===== config.mk =====
export PLATFORM = sky130hd
export DESIGN_NAME = rtcat_core
export DESIGN_NICKNAME = d
export VERILOG_FILES = /design/src/rtl/rtcat_pkg.sv /design/src/rtl/rtcat_core.sv /design/src/rtl/rtcat_prescaler.sv
export VERILOG_INCLUDE_DIRS = /design/src /design/src/rtl
export SDC_FILE = /design/constraint.sdc
export NUM_CORES = 1
export LEC_CHECK = 0
export CORE_ASPECT_RATIO = 0.75
export CORE_MARGIN = 2
export CORE_UTILIZATION = 57
export DETAILED_ROUTE_END_ITERATION = 7
export DONT_BUFFER_PORTS = 1
export PLACE_DENSITY = 0.69
export SYNTH_ARGS = -nofsm -noshare
export SYNTH_HDL_FRONTEND = slang
export SYNTH_SLANG_ARGS = --single-unit

===== constraint.sdc =====
create_clock -name clk -period 4.9 [get_ports clk]
set_clock_uncertainty 0.1 [all_clocks]
set_input_delay 1.225 -clock clk [delete_from_list [all_inputs] [get_ports clk]]
set_output_delay 1.225 -clock clk [all_outputs]
set_load 0.02 [all_outputs]

===== src/rtl/rtcat_map.svh =====
`ifndef RTCAT_MAP_SVH
`define RTCAT_MAP_SVH

// Byte addresses of the register slots
`define RTCAT_ADDR_CLOCK_CONTROL 32'h57000040
`define RTCAT_ADDR_TICK_CONTROL 32'h57000044
`define RTCAT_ADDR_ALARM_CONTROL 32'h57000050
`define RTCAT_ADDR_ALARM_SECOND 32'h57000054
`define RTCAT_ADDR_ALARM_MINUTE 32'h57000058
`define RTCAT_ADDR_ALARM_HOUR 32'h5700005C
`define RTCAT_ADDR_ALARM_DATE 32'h57000060
`define RTCAT_ADDR_ALARM_MONTH 32'h57000064
`define RTCAT_ADDR_ALARM_YEAR 32'h57000068
`define RTCAT_ADDR_ROUND_RESET 32'h5700006C

// Reset values
`define RTCAT_RST_ZERO 8'h00
`define RTCAT_RST_ALARM_DATE 8'h01
`define RTCAT_RST_ALARM_MONTH 8'h01

// Writable bit masks, reserved bits read zero
`define RTCAT_MASK_CLOCK_CONTROL 8'h0F
`define RTCAT_MASK_TICK_CONTROL 8'hFF
`define RTCAT_MASK_ALARM_CONTROL 8'h7F
`define RTCAT_MASK_SEC_MIN 8'h7F
`define RTCAT_MASK_HOUR_DATE 8'h3F
`define RTCAT_MASK_MONTH 8'h1F
`define RTCAT_MASK_YEAR 8'hFF
`define RTCAT_MASK_ROUND_RESET 8'h0F

// Field positions
`define RTCAT_CC_ACCESS_BIT 0
`define RTCAT_CC_CLK_SELECT_BIT 1
`define RTCAT_CC_MERGE_BIT 2
`define RTCAT_CC_CHAINRST_BIT 3
`define RTCAT_TICK_EN_BIT 7
`define RTCAT_TICK_CNT_MSB 6
`define RTCAT_AC_GLOBAL_BIT 6
`define RTCAT_AC_YEAR_BIT 5
`define RTCAT_AC_MONTH_BIT 4
`define RTCAT_AC_DATE_BIT 3
`define RTCAT_AC_HOUR_BIT 2
`define RTCAT_AC_MINUTE_BIT 1
`define RTCAT_AC_SECOND_BIT 0
`define RTCAT_RR_EN_BIT 3
`define RTCAT_RR_CODE_MSB 2

// Round boundary codes and their BCD second values
`define RTCAT_RR_CODE_30 3'h3
`define RTCAT_RR_CODE_40 3'h4
`define RTCAT_RR_CODE_50 3'h5
`define RTCAT_BOUND_30 8'h30
`define RTCAT_BOUND_40 8'h40
`define RTCAT_BOUND_50 8'h50

// Crystal prescaler: 2^15 to one second, 2^8 to 1/128 s
`define RTCAT_PRESC_WIDTH 15
`define RTCAT_TICK_DIV_BITS 8
`define RTCAT_TICK_ZERO 7'h00
`define RTCAT_TICK_ONE 7'h01

`endif


===== src/rtl/rtcat_pkg.sv =====
`default_nettype none
`include "rtcat_map.svh"

package rtcat_pkg;

	typedef logic [7:0] rtcat_byte_t;
	typedef logic [6:0] rtcat_tick_t;
	typedef logic [`RTCAT_PRESC_WIDTH-1:0] rtcat_presc_t;

endpackage
`default_nettype wire


===== src/rtl/rtcat_core.sv =====
`timescale 1ns/10ps
`default_nettype none
`include "rtcat_map.svh"

module rtcat_core
	import rtcat_pkg::*;
(
	input wire logic clk,
	input wire logic sys_rst,
	input wire logic [31:0] bus_addr,
	input wire logic bus_wr,
	input wire logic bus_rd,
	input wire logic [7:0] bus_wdata,
	output logic [7:0] bus_rdata,
	input wire logic xtal_tick,
	input wire logic power_off_mode,
	input wire logic [7:0] cur_second,
	input wire logic [7:0] cur_minute,
	input wire logic [7:0] cur_hour,
	input wire logic [7:0] cur_date,
	input wire logic [7:0] cur_month,
	input wire logic [7:0] cur_year,
	output logic count_step,
	output logic count_chain_reset,
	output logic counter_merge_select,
	output logic count_clock_select,
	output logic round_clear_seconds,
	output logic round_carry_minute,
	output logic alarm_irq,
	output logic power_wakeup_request,
	output logic tick_irq
);

	rtcat_byte_t clock_control_ff;
	rtcat_byte_t tick_count_control_ff;
	rtcat_byte_t alarm_control_ff;
	rtcat_byte_t alarm_second_ff;
	rtcat_byte_t alarm_minute_ff;
	rtcat_byte_t alarm_hour_ff;
	rtcat_byte_t alarm_date_ff;
	rtcat_byte_t alarm_month_ff;
	rtcat_byte_t alarm_year_ff;
	rtcat_byte_t round_reset_register_ff;
	rtcat_byte_t bus_rdata_ff;
	rtcat_byte_t nxt_bus_rdata;
	rtcat_byte_t round_bound;
	rtcat_tick_t tick_work_ff;
	logic tick_irq_ff;
	logic alarm_irq_ff;
	logic wakeup_ff;
	logic step_eval_ff;
	logic count_step_ff;
	logic round_clear_ff;
	logic round_carry_ff;
	logic step_128hz;
	logic step_1hz;
	logic cpu_access_enable;
	logic wr_ok;
	logic rd_ok;
	logic wr_tick;
	logic wr_round;
	logic round_has_carry;
	logic all_match;

	// Control register stays reachable so software can open the gate at all
	assign cpu_access_enable = clock_control_ff[`RTCAT_CC_ACCESS_BIT];
	assign wr_ok = bus_wr && cpu_access_enable;
	assign rd_ok = bus_rd && cpu_access_enable;
	assign wr_tick = wr_ok && (bus_addr == `RTCAT_ADDR_TICK_CONTROL);
	assign wr_round = wr_ok && (bus_addr == `RTCAT_ADDR_ROUND_RESET);

	assign count_chain_reset = clock_control_ff[`RTCAT_CC_CHAINRST_BIT];
	assign counter_merge_select = clock_control_ff[`RTCAT_CC_MERGE_BIT];
	assign count_clock_select = clock_control_ff[`RTCAT_CC_CLK_SELECT_BIT];

	rtcat_prescaler u_prescaler
	(
		.clk(clk),
		.sys_rst(sys_rst),
		.xtal_tick(xtal_tick),
		.clear(count_chain_reset),
		.step_128hz(step_128hz),
		.step_1hz(step_1hz)
	);

	always_ff @(posedge clk or posedge sys_rst)
	begin
		if (sys_rst)
			clock_control_ff <= `RTCAT_RST_ZERO;
		else if (bus_wr && (bus_addr == `RTCAT_ADDR_CLOCK_CONTROL))
			clock_control_ff <= bus_wdata & `RTCAT_MASK_CLOCK_CONTROL;
	end

	always_ff @(posedge clk or posedge sys_rst)
	begin
		if (sys_rst)
			tick_count_control_ff <= `RTCAT_RST_ZERO;
		else if (wr_tick)
			tick_count_control_ff <= bus_wdata & `RTCAT_MASK_TICK_CONTROL;
	end

	// Alarm field registers; reserved bits are masked off on write
	always_ff @(posedge clk or posedge sys_rst)
	begin
		if (sys_rst)
		begin
			alarm_control_ff <= `RTCAT_RST_ZERO;
			alarm_second_ff <= `RTCAT_RST_ZERO;
			alarm_minute_ff <= `RTCAT_RST_ZERO;
			alarm_hour_ff <= `RTCAT_RST_ZERO;
			alarm_date_ff <= `RTCAT_RST_ALARM_DATE;
			alarm_month_ff <= `RTCAT_RST_ALARM_MONTH;
			alarm_year_ff <= `RTCAT_RST_ZERO;
		end
		else if (wr_ok)
		begin
			case (bus_addr)
				`RTCAT_ADDR_ALARM_CONTROL: alarm_control_ff <= bus_wdata & `RTCAT_MASK_ALARM_CONTROL;
				`RTCAT_ADDR_ALARM_SECOND: alarm_second_ff <= bus_wdata & `RTCAT_MASK_SEC_MIN;
				`RTCAT_ADDR_ALARM_MINUTE: alarm_minute_ff <= bus_wdata & `RTCAT_MASK_SEC_MIN;
				`RTCAT_ADDR_ALARM_HOUR: alarm_hour_ff <= bus_wdata & `RTCAT_MASK_HOUR_DATE;
				`RTCAT_ADDR_ALARM_DATE: alarm_date_ff <= bus_wdata & `RTCAT_MASK_HOUR_DATE;
				`RTCAT_ADDR_ALARM_MONTH: alarm_month_ff <= bus_wdata & `RTCAT_MASK_MONTH;
				`RTCAT_ADDR_ALARM_YEAR: alarm_year_ff <= bus_wdata & `RTCAT_MASK_YEAR;
				default:
				begin
				end
			endcase
		end
	end

	always_ff @(posedge clk or posedge sys_rst)
	begin
		if (sys_rst)
			round_reset_register_ff <= `RTCAT_RST_ZERO;
		else if (wr_round)
			round_reset_register_ff <= bus_wdata & `RTCAT_MASK_ROUND_RESET;
	end

	// Read mux; the tick working count has no read path on purpose
	always_comb
	begin
		nxt_bus_rdata = `RTCAT_RST_ZERO;
		if (bus_addr == `RTCAT_ADDR_CLOCK_CONTROL)
			nxt_bus_rdata = clock_control_ff;
		else if (rd_ok)
		begin
			case (bus_addr)
				`RTCAT_ADDR_TICK_CONTROL: nxt_bus_rdata = tick_count_control_ff;
				`RTCAT_ADDR_ALARM_CONTROL: nxt_bus_rdata = alarm_control_ff;
				`RTCAT_ADDR_ALARM_SECOND: nxt_bus_rdata = alarm_second_ff;
				`RTCAT_ADDR_ALARM_MINUTE: nxt_bus_rdata = alarm_minute_ff;
				`RTCAT_ADDR_ALARM_HOUR: nxt_bus_rdata = alarm_hour_ff;
				`RTCAT_ADDR_ALARM_DATE: nxt_bus_rdata = alarm_date_ff;
				`RTCAT_ADDR_ALARM_MONTH: nxt_bus_rdata = alarm_month_ff;
				`RTCAT_ADDR_ALARM_YEAR: nxt_bus_rdata = alarm_year_ff;
				`RTCAT_ADDR_ROUND_RESET: nxt_bus_rdata = round_reset_register_ff;
				default: nxt_bus_rdata = `RTCAT_RST_ZERO;
			endcase
		end
	end

	always_ff @(posedge clk or posedge sys_rst)
	begin
		if (sys_rst)
			bus_rdata_ff <= `RTCAT_RST_ZERO;
		else if (bus_rd)
			bus_rdata_ff <= nxt_bus_rdata;
	end

	assign bus_rdata = bus_rdata_ff;

	// Count step for the outside BCD chain: one per second or raw crystal for test
	always_ff @(posedge clk or posedge sys_rst)
	begin
		if (sys_rst)
			count_step_ff <= 1'b0;
		else if (count_clock_select)
			count_step_ff <= xtal_tick && !count_chain_reset;
		else
			count_step_ff <= step_1hz;
	end

	assign count_step = count_step_ff;

	// Tick down-counter; a write reloads at once so a new period starts cleanly
	always_ff @(posedge clk or posedge sys_rst)
	begin
		if (sys_rst)
			tick_work_ff <= `RTCAT_TICK_ZERO;
		else if (wr_tick)
			tick_work_ff <= bus_wdata[`RTCAT_TICK_CNT_MSB:0];
		else if (step_128hz)
		begin
			if (tick_work_ff == `RTCAT_TICK_ZERO)
				tick_work_ff <= tick_count_control_ff[`RTCAT_TICK_CNT_MSB:0];
			else
				tick_work_ff <= tick_work_ff - `RTCAT_TICK_ONE;
		end
	end

	always_ff @(posedge clk or posedge sys_rst)
	begin
		if (sys_rst)
			tick_irq_ff <= 1'b0;
		else
			tick_irq_ff <= step_128hz && !wr_tick && (tick_work_ff == `RTCAT_TICK_ONE)
				&& tick_count_control_ff[`RTCAT_TICK_EN_BIT];
	end

	assign tick_irq = tick_irq_ff;

	// Round reset: compare BCD seconds directly, BCD order matches numeric order
	always_comb
	begin
		round_bound = `RTCAT_RST_ZERO;
		round_has_carry = 1'b0;
		case (bus_wdata[`RTCAT_RR_CODE_MSB:0])
			`RTCAT_RR_CODE_30:
			begin
				round_bound = `RTCAT_BOUND_30;
				round_has_carry = 1'b1;
			end
			`RTCAT_RR_CODE_40:
			begin
				round_bound = `RTCAT_BOUND_40;
				round_has_carry = 1'b1;
			end
			`RTCAT_RR_CODE_50:
			begin
				round_bound = `RTCAT_BOUND_50;
				round_has_carry = 1'b1;
			end
			default:
			begin
				round_bound = `RTCAT_RST_ZERO;
				round_has_carry = 1'b0;
			end
		endcase
	end

	always_ff @(posedge clk or posedge sys_rst)
	begin
		if (sys_rst)
		begin
			round_clear_ff <= 1'b0;
			round_carry_ff <= 1'b0;
		end
		else
		begin
			round_clear_ff <= wr_round && bus_wdata[`RTCAT_RR_EN_BIT];
			round_carry_ff <= wr_round && bus_wdata[`RTCAT_RR_EN_BIT] && round_has_carry
				&& (cur_second > round_bound);
		end
	end

	assign round_clear_seconds = round_clear_ff;
	assign round_carry_minute = round_carry_ff;

	// Outside counters settle one cycle after the step, so compare then
	always_ff @(posedge clk or posedge sys_rst)
	begin
		if (sys_rst)
			step_eval_ff <= 1'b0;
		else
			step_eval_ff <= count_step_ff && !count_clock_select;
	end

	assign all_match =
		(!alarm_control_ff[`RTCAT_AC_YEAR_BIT] || (alarm_year_ff == cur_year)) &&
		(!alarm_control_ff[`RTCAT_AC_MONTH_BIT] || (alarm_month_ff == cur_month)) &&
		(!alarm_control_ff[`RTCAT_AC_DATE_BIT] || (alarm_date_ff == cur_date)) &&
		(!alarm_control_ff[`RTCAT_AC_HOUR_BIT] || (alarm_hour_ff == cur_hour)) &&
		(!alarm_control_ff[`RTCAT_AC_MINUTE_BIT] || (alarm_minute_ff == cur_minute)) &&
		(!alarm_control_ff[`RTCAT_AC_SECOND_BIT] || (alarm_second_ff == cur_second));

	always_ff @(posedge clk or posedge sys_rst)
	begin
		if (sys_rst)
		begin
			alarm_irq_ff <= 1'b0;
			wakeup_ff <= 1'b0;
		end
		else
		begin
			alarm_irq_ff <= step_eval_ff && all_match
				&& alarm_control_ff[`RTCAT_AC_GLOBAL_BIT];
			wakeup_ff <= step_eval_ff && all_match && power_off_mode
				&& alarm_control_ff[`RTCAT_AC_GLOBAL_BIT];
		end
	end

	assign alarm_irq = alarm_irq_ff;
	assign power_wakeup_request = wakeup_ff;

endmodule
`default_nettype wire


===== src/rtl/rtcat_prescaler.sv =====
`timescale 1ns/10ps
`default_nettype none
`include "rtcat_map.svh"

module rtcat_prescaler
	import rtcat_pkg::*;
(
	input wire logic clk,
	input wire logic sys_rst,
	input wire logic xtal_tick,
	input wire logic clear,
	output logic step_128hz,
	output logic step_1hz
);

	rtcat_presc_t div_ff;
	logic step_128hz_ff;
	logic step_1hz_ff;

	// Chain reset holds the divider at zero so the next second starts clean
	always_ff @(posedge clk or posedge sys_rst)
	begin
		if (sys_rst)
			div_ff <= '0;
		else if (clear)
			div_ff <= '0;
		else if (xtal_tick)
			div_ff <= div_ff + 1'b1;
	end

	always_ff @(posedge clk or posedge sys_rst)
	begin
		if (sys_rst)
		begin
			step_128hz_ff <= 1'b0;
			step_1hz_ff <= 1'b0;
		end
		else
		begin
			step_128hz_ff <= !clear && xtal_tick && (&div_ff[`RTCAT_TICK_DIV_BITS-1:0]);
			step_1hz_ff <= !clear && xtal_tick && (&div_ff);
		end
	end

	assign step_128hz = step_128hz_ff;
	assign step_1hz = step_1hz_ff;

endmodule
`default_nettype wire

==> reports/qor.json <==
{
  "cellLeakagePower_nw": 2.73,
  "worst-setup-path-type": "in2reg",
  "slew_headroom": 0.447,
  "grt.overflow.total": 0,
  "drive_above_1_share": 0.226,
  "global_route.usage.total": 0.273,
  "cts.clk_slew.worst_paths_ps": 70,
  "number_of_remaining_drc_errors": 0,
  "slew_viol_final": 0,
  "viasPerCell": 6.42,
  "max_cap_violations": 0,
  "cp_required_ps": 5040,
  "layout_setup_ws_ps": 1870,
  "critical_path.startpoint_type": "input pin",
  "flow.area_growth_from_synthesis_pct": 7.03,
  "proportion_of_register_bits_with_asynchronous_set_or_reset_after_synthesis": 1.00,
  "post_cts_resized": 0,
  "r2r_slack_ps": 2690,
  "cts.root.buffer_cell": "sky130_fd_sc_hd__clkbuf_16",
  "synth.cell_area_um2": 5610,
  "grt_start_max_net_pins": 65,
  "setup_repair_after_global_routing_missed_its_margin": "no",
  "std_cell_rows": 31,
  "synth_edf_count": 0,
  "worstHoldPathType": "reg2reg",
  "n_antenna_cell": 0,
  "synth-seq-area-share": 0.451,
  "cts_buffers": 9,
  "max_clock_freq_mhz": 330,
  "number_of_antenna_violations_at_the_first_check_in_global_routing": 0,
  "finalNetCount": 587,
  "critical_path_peak_fanout": 20,
  "clkLatencyLatePin_ps": 360,
  "die_area_um2": 10700,
  "synthesis.yosys.warnings": 0,
  "fin_tns_setup_ps": 0,
  "synth_cells": 494,
  "report.final.setup_viol": 0,
  "fill_cells": 818,
  "worst_ep_arrival_time_ps": 3170,
  "cts-htree-levels": 3,
  "drtPass1Iterations": 4,
  "final_min_period_over_clock_period": 0.618,
  "first_pass_grt_wire_length_um": 22200,
  "ir_worst_vdd_v": 0.000164,
  "grt_pass1_vias": 3963,
  "cts_setup_buffers": 0,
  "pre_cts_ws_ps": 1610,
  "coreArea_um2": 9620,
  "dominantRegCellSynth": "sky130_fd_sc_hd__dfrtp_1",
  "synth_area_per_cell_um2": 11.3,
  "io_pins": 111,
  "initial_core_util": 0.583,
  "synth_register_bits": 101,
  "vias": 4008,
  "period_minus_slack_ps": 3030,
  "post_drt_wl_per_cell_um": 22.8,
  "detailed_route_wl_um": 14200,
  "postCtsHoldBufs": 0,
  "synth.distinct_cells": 68,
  "status": "finished clean",
  "fp.dieH_um": 89.9,
  "synthesis.nets": 594,
  "detail-route-antenna-nets": 0,
  "power-per-cell-area_nw_per_um2": 295,
  "die_x_um": 119,
  "tritoncts": "built",
  "max-clock-path-buffers": 2,
  "dp.final_hpwl_um": 10700,
  "port_buffer_cells": 0,
  "endpoint_kind": "register",
  "timing.final.hold_violations": 0,
  "place_congestion": 0.910,
  "tightestPinTransition_ps": 830,
  "drt_iter0_drc": 405,
  "clock_sinks": 101
}
path summary, 6_finish.rpt:
check / to / cells after the start / startpoint
worst min-delay path: count_step / 2 / u_prescaler.step_1hz
max in group asynchronous: alarm_minute_ff[1] / 2 / sys_rst
worst min register to register: count_step / 2 / u_prescaler.step_1hz
min in group asynchronous: clock_control_ff[0] / 1 / sys_rst
worst max register to register: u_prescaler.div_ff[14] / 6 / u_prescaler.div_ff[0]
worst max-delay path: tick_count_control_ff[6] / 4 / bus_addr[5]
Yosys cell counts, types with 3 or more instances:
library cell / number / area (um^2)
sky130_fd_sc_hd__nor4_1: 7 / 43.8
sky130_fd_sc_hd__o21ai_0: 18 / 90.1
sky130_fd_sc_hd__nand4_2: 3 / 37.5
sky130_fd_sc_hd__mux2i_1: 8 / 80.1
sky130_fd_sc_hd__inv_1: 19 / 71.3
sky130_fd_sc_hd__a21oi_1: 10 / 50.1
sky130_fd_sc_hd__nor3_1: 3 / 15.0
sky130_fd_sc_hd__nor2b_1: 10 / 62.6
sky130_fd_sc_hd__o22ai_1: 5 / 31.3
sky130_fd_sc_hd__a31oi_1: 4 / 25.0
sky130_fd_sc_hd__nor2_1: 27 / 101
sky130_fd_sc_hd__xor2_1: 19 / 166
sky130_fd_sc_hd__nand2_1: 24 / 90.1
sky130_fd_sc_hd__clkbuf_1: 11 / 41.3
sky130_fd_sc_hd__or3_1: 4 / 25.0
sky130_fd_sc_hd__a21o_1: 4 / 30.0
sky130_fd_sc_hd__ha_1: 6 / 75.1
sky130_fd_sc_hd__nand3_1: 16 / 80.1
sky130_fd_sc_hd__and3_1: 3 / 18.8
sky130_fd_sc_hd__or4_1: 4 / 30.0
sky130_fd_sc_hd__nand4_1: 14 / 87.6
sky130_fd_sc_hd__buf_2: 7 / 35.0
sky130_fd_sc_hd__mux4_2: 7 / 158
sky130_fd_sc_hd__xnor2_1: 34 / 298
sky130_fd_sc_hd__nand3b_1: 3 / 22.5
sky130_fd_sc_hd__buf_6: 3 / 33.8
sky130_fd_sc_hd__a32oi_1: 4 / 35.0
sky130_fd_sc_hd__nor4bb_1: 3 / 30.0
sky130_fd_sc_hd__a22o_1: 3 / 26.3
sky130_fd_sc_hd__dfrtp_1: 99 / 2480
sky130_fd_sc_hd__and2_1: 5 / 31.3
sky130_fd_sc_hd__mux2_2: 59 / 664
layer usage:
| layer | vias up | GRT usage | routed length, um |
|---|---|---|---|
| met1 | 2007 | 0.404 | 6470 |
| met4 | 0 | 0.0665 | 185 |
| li1 | 1796 | - | - |
| met5 | - | 0 | 0 |
| met3 | 19 | 0.0812 | 1410 |
| met2 | 186 | 0.397 | 6140 |
area by class of cell:
cell class	count	area, um^2	area share
Sequential cell	101	2530	0.422
Inverter	19	73.8	0.0123
Tap cell	132	165	0.0275
Clock inverter	6	68.8	0.0115
Timing Repair Buffer	4	30.0	0.00501
Clock buffer	10	239	0.0398
Multi-Input combinational cell	352	2890	0.482
registers in the layout, summed over array words and instances, names as in the netlist, 7 cells and up:
| name | count |
|---|---|
| alarm_control_ff | 7 |
| alarm_minute_ff | 7 |
| alarm_second_ff | 7 |
| alarm_year_ff | 8 |
| bus_rdata | 8 |
| tick_count_control_ff | 8 |
| tick_work_ff | 7 |
| u_prescaler.div_ff | 15 |
per-stage QoR:
stage | hold slack, ps | instances | total power, mW | instance area (um^2) | util
6_report | 402 | 624 | 1.77 | 6000 | 0.624
5_1_grt | 407 | 624 | 1.83 | 6000 | 0.624
4_1_cts | 407 | 624 | 1.78 | 6000 | 0.624
3_5_place_dp | 393 | 608 | 1.04 | 5690 | 0.592
3_3_place_gp | 380 | 608 | 1.04 | 5690 | 0.592
2_1_floorplan | 375 | 494 | 1.03 | 5610 | -
cells in the final DEF (no fill, tap or decap), types with 3 or more instances in the layout:
master                      instances
sky130_fd_sc_hd__nand2_1           24
sky130_fd_sc_hd__nor3_1             3
sky130_fd_sc_hd__a22o_1             3
sky130_fd_sc_hd__mux2_2            59
sky130_fd_sc_hd__o22ai_1            5
sky130_fd_sc_hd__nor2_1            27
sky130_fd_sc_hd__a32oi_1            4
sky130_fd_sc_hd__a21oi_1           10
sky130_fd_sc_hd__buf_4              4
sky130_fd_sc_hd__or3_1              4
sky130_fd_sc_hd__nand3b_1           3
sky130_fd_sc_hd__dfrtp_1           99
sky130_fd_sc_hd__nor2b_1           10
sky130_fd_sc_hd__ha_1               6
sky130_fd_sc_hd__a21o_1             4
sky130_fd_sc_hd__clkbuf_16          9
sky130_fd_sc_hd__nand4_1           14
sky130_fd_sc_hd__mux4_2             7
sky130_fd_sc_hd__and2_1             5
sky130_fd_sc_hd__xnor2_1           34
sky130_fd_sc_hd__a31oi_1            4
sky130_fd_sc_hd__nor4_1             7
sky130_fd_sc_hd__or4_1              4
sky130_fd_sc_hd__inv_6              3
sky130_fd_sc_hd__nand4_2            3
sky130_fd_sc_hd__and3_1             3
sky130_fd_sc_hd__nand3_1           16
sky130_fd_sc_hd__inv_1             18
sky130_fd_sc_hd__o21ai_0           18
sky130_fd_sc_hd__mux2i_1            8
sky130_fd_sc_hd__xor2_1            19
where the power goes:
group          internal [mW]  leakage, nW  switching [mW]
Sequential             0.865         1.33          0.0333
Clock                  0.415        0.150           0.327
Combinational         0.0607         1.25          0.0708
Total                   1.34         2.73           0.431
logic make-up (layout without fill, tap and decap cells):
group	Yosys count	in the layout	share of synthesized area
AO/OA/AOI/OAI	67	67	0.0804
multiplexers	74	74	0.161
XOR/XNOR	53	53	0.0828
flip-flops	101	101	0.451
AND/OR/NAND/NOR	152	152	0.177
buffers and inverters	41	39	0.0337
adder cells (fa/ha/maj)	6	6	0.0134
worst max-delay path: stages:
cell,delay (ps)
sky130_fd_sc_hd__nor4b_2,600
sky130_fd_sc_hd__and2_4,290
sky130_fd_sc_hd__and4_1,630
sky130_fd_sc_hd__mux2_2,410
No activity file was read; power rests on OpenSTA's default activity.
